$ cat src/i2c_setup_defs.svh
// Register indexes, field positions and reset values of the I2C setup block
`ifndef I2C_SETUP_DEFS_SVH
`define I2C_SETUP_DEFS_SVH
`define APB_ADDR_W 12
`define CSD_IDX 10'h0E2
`define TAR_IDX 10'h0E9
`define TCR_IDX 10'h0EA
`define CST_IDX 10'h0E4
`define CSD_RST 8'h00
`define TAR_RST 8'hC8
`define TCR_RST 8'h04
`define CST_RST 8'h00
`define OWN_ADDR_RST 7'h64
`define TAR_EN_BIT 0
`define CTRL_IE_BIT 7
`define TX_IE_BIT 6
`define RX2_IE_BIT 5
`define RX1_IE_BIT 4
`define TX_FLAG_BIT 2
`define RX2_FLAG_BIT 1
`define RX1_FLAG_BIT 0
`define CTRL_FLAG_BIT 0
`define FIFO_DEPTH 4
`endif

$ cat src/i2c_setup_pkg.sv
// Types shared by the I2C setup block
package i2c_setup_pkg;
    typedef logic [7:0] byte_t;
    typedef logic [31:0] word_t;
    typedef logic [11:0] apb_addr_t;
endpackage

$ cat src/byte_fifo_if.sv
// Valid/ready carrier between the setup block and its byte FIFO
interface byte_fifo_if #(parameter int WIDTH = 8);
    logic [WIDTH-1:0] in_data;
    logic in_valid;
    logic in_ready;
    logic [WIDTH-1:0] out_data;
    logic out_valid;
    logic out_ready;
    modport fifo (input in_data, input in_valid, output in_ready,
                  output out_data, output out_valid, input out_ready);
    modport user (output in_data, output in_valid, input in_ready,
                  input out_data, input out_valid, output out_ready);
endinterface

$ cat src/byte_fifo.sv
// Flip-flop FIFO with registered ready and valid flags
module byte_fifo #(
    parameter int WIDTH = 8,
    parameter int DEPTH = 4
) (
    input wire logic clock,
    input wire logic rst_b,
    byte_fifo_if.fifo port
);
    localparam int AW = $clog2(DEPTH);
    logic [WIDTH-1:0] mem [DEPTH];
    logic [AW-1:0] wr_ptr, rd_ptr, next_wr_ptr, next_rd_ptr;
    logic [AW:0] count, next_count;
    logic space, next_space, avail, next_avail;
    logic push, pop;

    always_comb
    begin
        push = port.in_valid && space;
        pop = port.out_ready && avail;
        next_wr_ptr = push ? ((wr_ptr == AW'(DEPTH - 1)) ? '0 : wr_ptr + 1'b1) : wr_ptr;
        next_rd_ptr = pop ? ((rd_ptr == AW'(DEPTH - 1)) ? '0 : rd_ptr + 1'b1) : rd_ptr;
        next_count = count + (AW+1)'(push) - (AW+1)'(pop);
        next_space = next_count != (AW+1)'(DEPTH);
        next_avail = next_count != '0;
    end

    always_ff @(posedge clock)
    begin
        if (!rst_b)
        begin
            wr_ptr <= '0;
            rd_ptr <= '0;
            count <= '0;
            space <= 1'b1;
            avail <= 1'b0;
        end
        else
        begin
            wr_ptr <= next_wr_ptr;
            rd_ptr <= next_rd_ptr;
            count <= next_count;
            space <= next_space;
            avail <= next_avail;
        end
    end

    // Storage needs no reset; valid gates every read of it
    always_ff @(posedge clock)
    begin
        if (push)
            mem[wr_ptr] <= port.in_data;
    end

    assign port.in_ready = space;
    assign port.out_valid = avail;
    assign port.out_data = mem[rd_ptr];
endmodule // byte_fifo

$ cat src/i2c_setup.sv
// APB register block: controller shift data, target address and interrupt setup
`include "i2c_setup_defs.svh"
module i2c_setup (
    input wire logic clock,
    input wire logic rst_b,
    input wire logic psel,
    input wire logic penable,
    input wire logic pwrite,
    input wire i2c_setup_pkg::apb_addr_t paddr,
    input wire i2c_setup_pkg::word_t pwdata,
    output logic pready,
    output i2c_setup_pkg::word_t prdata,
    output logic pslverr,
    input wire logic transfer_open,
    input wire logic ctrl_byte_done,
    input wire logic tgt_tx_done,
    input wire logic tgt_rx_second_done,
    input wire logic tgt_rx_first_done,
    input wire i2c_setup_pkg::byte_t rx_byte,
    input wire logic rx_byte_valid,
    output logic rx_byte_ready,
    output i2c_setup_pkg::byte_t tx_byte,
    output logic resume_tx,
    output logic resume_rx,
    output logic [6:0] own_target_address,
    output logic target_port_enable,
    output logic ctrl_irq,
    output logic tgt_tx_irq,
    output logic tgt_rx_second_irq,
    output logic tgt_rx_first_irq
);
    import i2c_setup_pkg::*;

    byte_fifo_if #(.WIDTH(8)) rxq ();

    byte_fifo #(.WIDTH(8), .DEPTH(`FIFO_DEPTH)) u_rx_fifo (
        .clock(clock),
        .rst_b(rst_b),
        .port(rxq.fifo)
    );

    byte_t controller_shift_data, next_shift_data;
    byte_t target_address_reg, next_address_reg;
    logic [3:0] irq_enable, next_irq_enable;
    logic [2:0] tgt_flags, next_tgt_flags;
    logic ctrl_flag, next_ctrl_flag;
    logic rx_loaded, next_rx_loaded;
    logic next_pready, next_pslverr, next_resume_tx, next_resume_rx;
    logic [3:0] next_irqs;
    word_t next_prdata;
    logic access, wr, rd, hit_csd, hit_tar, hit_tcr, hit_cst, mapped, load;
    logic csd_busy;
    byte_t tcr_view;

    // Byte addresses are four times the register index
    always_comb
    begin
        access = psel && penable && pready;
        wr = access && pwrite;
        rd = access && !pwrite;
        hit_csd = paddr == {`CSD_IDX, 2'b00};
        hit_tar = paddr == {`TAR_IDX, 2'b00};
        hit_tcr = paddr == {`TCR_IDX, 2'b00};
        hit_cst = paddr == {`CST_IDX, 2'b00};
        mapped = hit_csd || hit_tar || hit_tcr || hit_cst;
        tcr_view = {irq_enable, 1'b0, tgt_flags};
        // No load during any shift-data access: a byte landing after the read
        // data was captured would be freed unseen by that same read
        csd_busy = psel && hit_csd;
        // A waiting byte holds the FIFO, so the bus side sees back-pressure
        load = rxq.out_valid && !rx_loaded && !csd_busy;
    end

    always_comb
    begin
        rxq.in_data = rx_byte;
        rxq.in_valid = rx_byte_valid;
        rxq.out_ready = !rx_loaded && !csd_busy;
    end

    // One wait state: pready rises in the second access cycle
    always_comb
    begin
        next_pready = psel && penable && !pready;
        next_pslverr = next_pready && !mapped;
        next_prdata = '0;
        if (next_pready && !pwrite)
        begin
            if (hit_csd)
                next_prdata[7:0] = controller_shift_data;
            else if (hit_tar)
                next_prdata[7:0] = target_address_reg;
            else if (hit_tcr)
                next_prdata[7:0] = tcr_view;
            else if (hit_cst)
                next_prdata[`CTRL_FLAG_BIT] = ctrl_flag;
        end
    end

    always_comb
    begin
        next_shift_data = controller_shift_data;
        next_rx_loaded = rx_loaded;
        next_resume_tx = 1'b0;
        next_resume_rx = 1'b0;
        if (wr && hit_csd)
        begin
            next_shift_data = pwdata[7:0];
            next_resume_tx = transfer_open;
        end
        else if (load)
        begin
            next_shift_data = rxq.out_data;
            next_rx_loaded = 1'b1;
        end
        if (rd && hit_csd)
        begin
            next_resume_rx = transfer_open;
            next_rx_loaded = 1'b0;
        end
    end

    always_comb
    begin
        next_address_reg = target_address_reg;
        next_irq_enable = irq_enable;
        if (wr && hit_tar)
            next_address_reg = pwdata[7:0];
        if (wr && hit_tcr)
            next_irq_enable = pwdata[`CTRL_IE_BIT:`RX1_IE_BIT];
    end

    // Write of zero clears a flag; a same-cycle hardware event wins
    always_comb
    begin
        next_tgt_flags = tgt_flags;
        next_ctrl_flag = ctrl_flag;
        if (wr && hit_tcr)
            next_tgt_flags = tgt_flags & pwdata[`TX_FLAG_BIT:`RX1_FLAG_BIT];
        if (wr && hit_cst)
            next_ctrl_flag = ctrl_flag & pwdata[`CTRL_FLAG_BIT];
        if (tgt_tx_done)
            next_tgt_flags[`TX_FLAG_BIT] = 1'b1;
        if (tgt_rx_second_done)
            next_tgt_flags[`RX2_FLAG_BIT] = 1'b1;
        if (tgt_rx_first_done)
            next_tgt_flags[`RX1_FLAG_BIT] = 1'b1;
        if (ctrl_byte_done)
            next_ctrl_flag = 1'b1;
        // Built from next values so requests track flags without lag
        next_irqs = {next_ctrl_flag, next_tgt_flags} & next_irq_enable;
    end

    always_ff @(posedge clock)
    begin
        if (!rst_b)
        begin
            controller_shift_data <= `CSD_RST;
            target_address_reg <= `TAR_RST;
            irq_enable <= 4'(`TCR_RST >> `RX1_IE_BIT);
            tgt_flags <= 3'(`TCR_RST);
            ctrl_flag <= 1'(`CST_RST);
            rx_loaded <= 1'b0;
            pready <= 1'b0;
            pslverr <= 1'b0;
            prdata <= '0;
            resume_tx <= 1'b0;
            resume_rx <= 1'b0;
            {ctrl_irq, tgt_tx_irq, tgt_rx_second_irq, tgt_rx_first_irq} <= '0;
        end
        else
        begin
            controller_shift_data <= next_shift_data;
            target_address_reg <= next_address_reg;
            irq_enable <= next_irq_enable;
            tgt_flags <= next_tgt_flags;
            ctrl_flag <= next_ctrl_flag;
            rx_loaded <= next_rx_loaded;
            pready <= next_pready;
            pslverr <= next_pslverr;
            prdata <= next_prdata;
            resume_tx <= next_resume_tx;
            resume_rx <= next_resume_rx;
            {ctrl_irq, tgt_tx_irq, tgt_rx_second_irq, tgt_rx_first_irq} <= next_irqs;
        end
    end

    assign tx_byte = controller_shift_data;
    assign own_target_address = target_address_reg[7:1];
    assign target_port_enable = target_address_reg[`TAR_EN_BIT];
    assign rx_byte_ready = rxq.in_ready;
endmodule // i2c_setup

$ cat config.mk
export PLATFORM = sky130hd
export DESIGN_NAME = i2c_setup
export DESIGN_NICKNAME = d
export VERILOG_FILES = /design/src/i2c_setup_pkg.sv /design/src/byte_fifo_if.sv /design/src/byte_fifo.sv /design/src/i2c_setup.sv
export VERILOG_INCLUDE_DIRS = /design/src
export SDC_FILE = /design/constraint.sdc
export NUM_CORES = 1
export LEC_CHECK = 0
export BUFFER_PORTS_ARGS = -buffer_cell sky130_fd_sc_hd__buf_2
export CAP_MARGIN = 20
export CORE_ASPECT_RATIO = 2
export CORE_MARGIN = 3
export CORE_UTILIZATION = 25
export CTS_CLUSTER_SIZE = 40
export DETAILED_ROUTE_END_ITERATION = 8
export GPL_ROUTABILITY_DRIVEN = 0
export PLACE_DENSITY_LB_ADDON = 0.2
export SYNTH_ARGS = -nofsm -noshare
export SYNTH_HDL_FRONTEND = slang
export SYNTH_SLANG_ARGS = --single-unit
$ cat constraint.sdc
create_clock -name clock -period 3.4 [get_ports clock]
set_clock_uncertainty 0.05 [all_clocks]
set_input_delay 0 -clock clock [delete_from_list [all_inputs] [get_ports clock]]
set_output_delay 0 -clock clock [all_outputs]
set_load 0.005 [all_outputs]
# Word level (Yosys, flattened, before mapping)
# Memories as Yosys holds them, arrays and structs flattened. A register that Yosys moved wholly into a read port is not among the register bits.
# Cells that the tools add are included.
# classes
n_addsub,4
n_reduce_logical,33
eq_ne,7
bitwise_logic,5
muxes,20
# ops
operator,n
"== test 12 x 10 -> 1 bit, second input constant",4
two-way mux 8 bit,4
logical AND 1 bit,18
two-way mux 1 bit,9
two-way mux 2 bit,4
AND reduction 2 bit,4
two-way mux 7 bit,1
zero test 1 bit,5
"adder 2 x 1 -> 2 bit, second input constant",2
AND 4 bit,1
"== test 2 bit, second input constant",2
two-way mux 4 bit,1
adder 3 x 1 -> 3 bit,1
AND 3 bit,1
logical OR 1 bit,3
two-way mux 3 bit,1
"!= test 3 bit, second input constant",1
nonzero test 3 bit,1
subtractor 3 x 1 -> 3 bit,1
inverter 1 bit,2
nonzero test 2 bit,1
OR reduction 2 bit,1
AND 1 bit,1
# totals
ram_bits,32
reg_bits,74
n_memories,1
# mem_list
name,depth,width,read_ports,rd_ports_with_merged_regs,wr,line,source
u_rx_fifo.mem,4,8,1,1,1,byte_fifo.sv:11,logic [WIDTH-1:0] mem [DEPTH];

# Longest topological paths before layout
# Gate-level depths: netlist (run 1).
# logic_depth
word_depth,7
mapped_depth,11

# By module
# From an unflattened synthesis (run 1), not the netlist that was laid out.
# unflattened
hier_cells,342
hier_area_um2,3902.5
# by_module_without_submodules
module,cells_each,instances,area_per_inst_um2
i2c_setup,249,1,2177.1
byte_fifo,93,1,1725.4

# Worst setup path after synthesis (run 1)
# No wires, ideal clock.
# synth_timing
kind,input -> register
start,in paddr[1]
end,"reg u_rx_fifo.space, in the netlist u_rx_fifo.port.in_ready"
setup_slack_ps,1116
t_arrival_ps,2107
t_required_ps,3223
setup_time_ps,127
stages,10
path_buffers,0
path_cell_list,nor4b_4 and4_1 nor2_1 ha_1 inv_1 ha_1 fa_1 xnor2_1 nand2_1 or3_1
# synth_via
elab_chain_len,7
# synth_lines
item,line,source
"start, declared",i2c_setup.sv:9,"input wire i2c_setup_pkg::apb_addr_t paddr,"
== test 12 x 10 -> 1 bit,i2c_setup.sv:61,"hit_csd = paddr == {`CSD_IDX, 2'b00};"
logical AND 1 bit,i2c_setup.sv:69,csd_busy = psel && hit_csd;
zero test 1 bit,i2c_setup.sv:78,rxq.out_ready = !rx_loaded && !csd_busy;
logical AND 1 bit,i2c_setup.sv:78,
logical AND 1 bit,byte_fifo.sv:20,pop = port.out_ready && avail;
via u_rx_fifo.pop,byte_fifo.sv:15,"logic push, pop;"
subtractor 3 x 1 -> 3 bit,byte_fifo.sv:23,next_count = count + (AW+1)'(push) - (AW+1)'(pop);
!= test 3 bit,byte_fifo.sv:24,next_space = next_count != (AW+1)'(DEPTH);
"end signal, assigned",byte_fifo.sv:43,space <= next_space;
"end, declared",byte_fifo.sv:14,"logic space, next_space, avail, next_avail;"
# The timed path passes the listed nets, and every way through them passes these cells.
# A chain may end at the register's enable or synchronous reset.

# Worst setup path after layout (run 1)
# layout_timing
start,in psel
end,"reg u_rx_fifo.space, in the netlist u_rx_fifo.port.in_ready"
# layout_via
elab_chain_len,6
# layout_lines
item,line,source
"start, declared",i2c_setup.sv:6,"input wire logic psel,"
logical AND 1 bit,i2c_setup.sv:69,
zero test 1 bit,i2c_setup.sv:78,
logical AND 1 bit,i2c_setup.sv:78,
logical AND 1 bit,byte_fifo.sv:20,
via u_rx_fifo.pop,byte_fifo.sv:15,
subtractor 3 x 1 -> 3 bit,byte_fifo.sv:23,
!= test 3 bit,byte_fifo.sv:24,
# The timed path passes the listed nets, and every way through them passes these cells.

==> impl_metrics.ini, run 1 <==
[global_routing]
grt-ovfl-total = 0
grt_pass1_wl_mm = 15.4
antenna_found_initial = 0
grt_pass1_vias = 2961
grtUsageTotal_pct = 12.4
grt_max_degree = 20

[hold_path]
min_path_type = in -> reg

[floorplanning]
coreArea_mm2 = 0.0141
core.rowCount = 61
dieArea_mm2 = 0.0162
fp.dieH_um = 177
die_w_um = 91.5
ios = 120
start_util_pct = 25.9

[synthesis]
synthCells = 323
synthesis.area_mm2 = 0.00366
synth_flop_cell = dfxtp_1
yosys_warnings = 0
seq_area_frac_synth_pct = 54.7
synth_edf_count = 32
async_flop_share_pct = 0
ys_ff_latch = 84
syn_avg_cell_area_um2 = 11.3
yosysUniqueCellTypes = 51

[setup_path]
critPathLaunchType = primary input
worstSetupEndpointType = register
arrival_ns = 2.96
critPathMaxFanout = 5
worst-endpoint-required_ns = 3.56
critPathKind = in -> reg

[pwr]
power_mw = 2.88
power.leakage_nw = 1.94
power_density_mw_per_mm2 = 610
irDropWorstVdd_mv = 0.270

[timing]
setup_viol = 0
fin_setup_tns_ns = 0
holdWs_ns = 0.0197
rsz0062_at_grt = no
finalCriticalPeriod_ns = 2.80
slew_headroom_pct = 43.0
worst_pin_slew_ns = 0.855
fin_crit_sh_pct = 82.4
finalHoldViolCount = 0
clock.fmax_ghz = 0.357
final_max_slew_viol_count = 0

[finish]
layout-drive-gt1-share_pct = 26.4
nNetsFinal = 494
top_register = u_rx_fifo.mem
finalNonFillerCells = 617
largest_register_ffs = 32
post-route-util_pct = 33.5
fill_cells = 1454
areaGrowthSynthToFinish_pct = 29.2
antennaDiodeCount = 0

[placement]
hpwlAfterDp_mm = 7.50
dp_cells = 575
io_buffers = 71

[clock_tree]
htreeDepth = 3
cts.clk_slew.worst_paths_ns = 0.06
cts_buffers = 9
cts_sinks = 84
clock_latency_ns = 0.33
cts_buffer_depth = 2
clockRootBuffer = clkbuf_16
tritoncts = yes

[drt]
num_vias = 2793
totalWireLength_mm = 9.71
first_pass_iters = 4
drtAntennaViolNets = 0
wl_per_cell_um = 15.7
route.detailed.drc = 0
via_per_inst = 4.53
drtIter0Drc = 122

[run]
cap_violations = 0

[outcome]
status = finished, final reports clean
## Yosys cell counts, types with 2 or more instances
cell type	n	area share, %
clkbuf_1	4	0.41
nor3_1	6	0.82
and2_1	2	0.34
edfxtp_1	32	26
ha_1	7	2.4
a22oi_1	6	1.2
mux4_2	8	4.9
a21oi_1	18	2.5
and4_1	5	1.2
buf_4	26	5.3
dfxtp_1	52	28
nor2b_1	4	0.68
o21ai_0	4	0.55
o21a_1	2	0.41
inv_1	10	1.0
nand3_1	30	4.1
nor4b_1	2	0.48
o211ai_2	8	2.7
and3_1	6	1.0
nand4_1	4	0.68
nand2b_1	2	0.34
or2_2	2	0.34
a32oi_1	2	0.48
nor2_1	17	1.7
nor4_1	3	0.51
buf_2	4	0.55
mux2i_1	4	1.1
nand2_1	30	3.1
## power breakdown
part           switching (mW)  leakage, nW  internal, mW  total [mW]
Combinational           0.274         1.06         0.282       0.556
Clock                   0.390        0.163         0.661        1.05
Sequential              0.103        0.718          1.17        1.28
Total                   0.767         1.94          2.12        2.88
## kinds of logic after synthesis
kind of cell	share of synthesized area [%]
simple gates	18.3
xor+xnor	0.479
buf+inv	7.66
fa+ha+maj	2.94
compound gates	9.75
flops	54.7
other cells	0.103
mux	6.02
## placed cells by master (no fill, tap or decap), drive strengths merged, types with 4 or more instances in the layout
master       count
a21oi           18
a22oi            6
and3             6
and4             5
buf             76
clkbuf          12
conb            24
dfxtp           52
dlygate4sd3     26
edfxtp          32
ha               7
inv             11
mux2i            4
mux4             8
nand2           30
nand3           30
nand4            5
nor2            17
nor2b            4
nor3             6
nor4             4
o211ai           8
o21ai            4
## final timing paths
kind / start / endpoint / slack (ns) / depth (start not counted)
worst max-delay path: psel / u_rx_fifo.port.in_ready / 0.60 / 12
worst min-delay path: rx_byte_valid / u_rx_fifo.wr_ptr[1] / 0.02 / 4
worst max register to register: pready / ctrl_irq / 1.15 / 4
worst min register to register: target_address_reg[1] / target_address_reg[1] / 0.42 / 2
## final cells by class
type                    count  area, um^2  share of cell area, %
flip-flops and latches     84        2000                   42.4
repair buffers            102         653                   13.8
inverters                  11        41.3                  0.874
clock inverters             4        52.6                   1.11
clock buffers              12         279                   5.90
well taps                 189         236                   5.00
multi-input cells         215        1460                   30.9
## through the flow
step / setup slack (ns) / cell area, um^2
after global placement: 0.773 / 4130
after floorplan: 1.12 / 3740
after CTS: 0.573 / 4730
after global routing: 0.371 / 4730
final: 0.598 / 4730
after detailed placement: 0.767 / 4130
## layer usage
layer	part of all wire (%)	vias up	global-route usage, %
met1	34	1324	11.2
met3	4.6	28	2.38
met2	57	110	24.3
li1	-	1331	-
met4	4.9	0	8.00
met5	0	-	0
## timing repair
| item | 4_1_cts | 5_1_grt |
|---|---|---|
| hold buffers | 26 | 0 |
| hold endpoints to repair | 61 | 0 |
| buffers inserted | 0 | 0 |
| resized for setup | 0 | 0 |
## critical path, cell delays in order
cell and delay, ns:
dlygate4sd3_1 0.53, buf_2 0.14, nor3b_1 0.45, and4_1 0.33, nor2_1 0.08, ha_1 0.27, inv_1 0.04, ha_1 0.18
fa_1 0.37, xnor2_1 0.16, nand2_1 0.09, or3_1 0.32
Power figures use the tool's default switching activity.
==> run 2: changes to the inputs <==
- clock period: 3.4 -> 2.4 ns (I/O delays scaled with it)
==> impl_metrics.ini, run 2 (same netlist as run 1, synthesis figures left out) <==
[outcome]
status = finished, final reports clean

[hold_path]
min_path_type = in -> reg

[floorplanning]
coreArea_mm2 = 0.0141
die_w_um = 91.5
ios = 120
fp.dieH_um = 177
dieArea_mm2 = 0.0162
start_util_pct = 25.9
core.rowCount = 61

[timing]
rsz0062_at_grt = no
holdWs_ns = 0.0268
finalCriticalPeriod_ns = 2.20
final_max_slew_viol_count = 0
fin_crit_sh_pct = 91.5
fin_setup_tns_ns = 0
finalHoldViolCount = 0
worst_pin_slew_ns = 0.572
setup_viol = 0
clock.fmax_ghz = 0.456
slew_headroom_pct = 61.7

[setup_path]
r2r_setup_slack_ns = 0.20
critPathLaunchType = register
critPathMaxFanout = 5
arrival_ns = 2.36
worst-endpoint-required_ns = 2.56
worstSetupEndpointType = register
critPathKind = reg -> reg

[pwr]
power.leakage_nw = 1.97
irDropWorstVdd_mv = 0.339
power_density_mw_per_mm2 = 826

[placement]
io_buffers = 71
hpwlAfterDp_mm = 7.53
dp_cells = 584

[finish]
areaGrowthSynthToFinish_pct = 30.5
register_area_mm2 = 0.00200
nNetsFinal = 505
largest_register_ffs = 32
antennaDiodeCount = 0
final_cell_mix = buf_2 (71), dfxtp_1 (52), edfxtp_1 (32)
multi_input_area_mm2 = 0.00146
top_register = u_rx_fifo.mem
layout-drive-gt1-share_pct = 27.8
finalNonFillerCells = 628
fill_cells = 1459
post-route-util_pct = 33.8
final_common_cell = buf_2

[clock_tree]
cts.clk_slew.worst_paths_ns = 0.06
tritoncts = yes
cts_buffer_depth = 2
ctsHoldBuffers = 28
clockRootBuffer = clkbuf_16
cts_sinks = 84
clock_latency_ns = 0.33
htreeDepth = 3
post-cts-setup-buffer-count = 0
cts_resized = 0
cts_buffers = 9

[drt]
route.detailed.drc = 0
drtAntennaViolNets = 0
met3_length_um = 488
wl_met1_mm = 3.25
drtIter0Drc = 162
wl_per_cell_um = 15.6
met2_length_mm = 5.68
highest_layer = met4
via_per_inst = 4.47
first_pass_iters = 4
num_vias = 2807
totalWireLength_mm = 9.77

[global_routing]
grt_pass1_vias = 2968
antenna_found_initial = 0
grt_pass1_wl_mm = 15.6
grtUsageTotal_pct = 12.6
grt_max_degree = 20
grt-ovfl-total = 0

[run]
cap_violations = 0
[run 2: worst paths after layout]
path,end,start,cells past startpoint
hold / removal,u_rx_fifo.wr_ptr[1],rx_byte_valid,4
hold reg to reg,target_address_reg[1],target_address_reg[1],2
setup / recovery,u_rx_fifo.port.in_ready,rx_loaded,9
setup reg to reg,u_rx_fifo.port.in_ready,rx_loaded,9
[run 2: routing by layer]
layer / GRT usage [%] / vias up
met5: 0 / -
met4: 7.24 / 0
met3: 2.38 / 21
met2: 25.4 / 97
met1: 11.3 / 1332
li1: - / 1357
[run 2: cell type report]
cell class	count	share of cell area, %
Inverter	11	0.865
Clock buffer	11	5.32
Tap cell	189	4.96
Timing Repair Buffer	113	15.5
Sequential cell	84	42.0
Multi-Input combinational cell	215	30.6
Clock inverter	5	0.760
[run 2: critical path, stage by stage, from the launching register on]
cell	delay (ns)
dfxtp_1	0.34
nand2b_1	0.19
nor2_1	0.09
ha_1	0.27
inv_1	0.04
ha_1	0.18
fa_1	0.37
xnor2_1	0.16
nand2_1	0.08
or3_1	0.31
[run 2: per-stage QoR]
stage,worst slack (ns),power [mW],area [um^2]
after floorplan,0.116,2.36,3740
after global placement,0.0773,2.62,4200
after detailed placement,0.0549,2.64,4200
after CTS,0.172,4.01,4770
after global routing,0.000477,4.17,4770
final,0.205,3.94,4770
[run 2: where the power goes]
group | total [mW] | leakage (nW) | switching [mW] | internal (mW)
Combinational | 0.811 | 1.11 | 0.392 | 0.419
Sequential | 1.81 | 0.718 | 0.147 | 1.66
Clock | 1.32 | 0.145 | 0.554 | 0.766
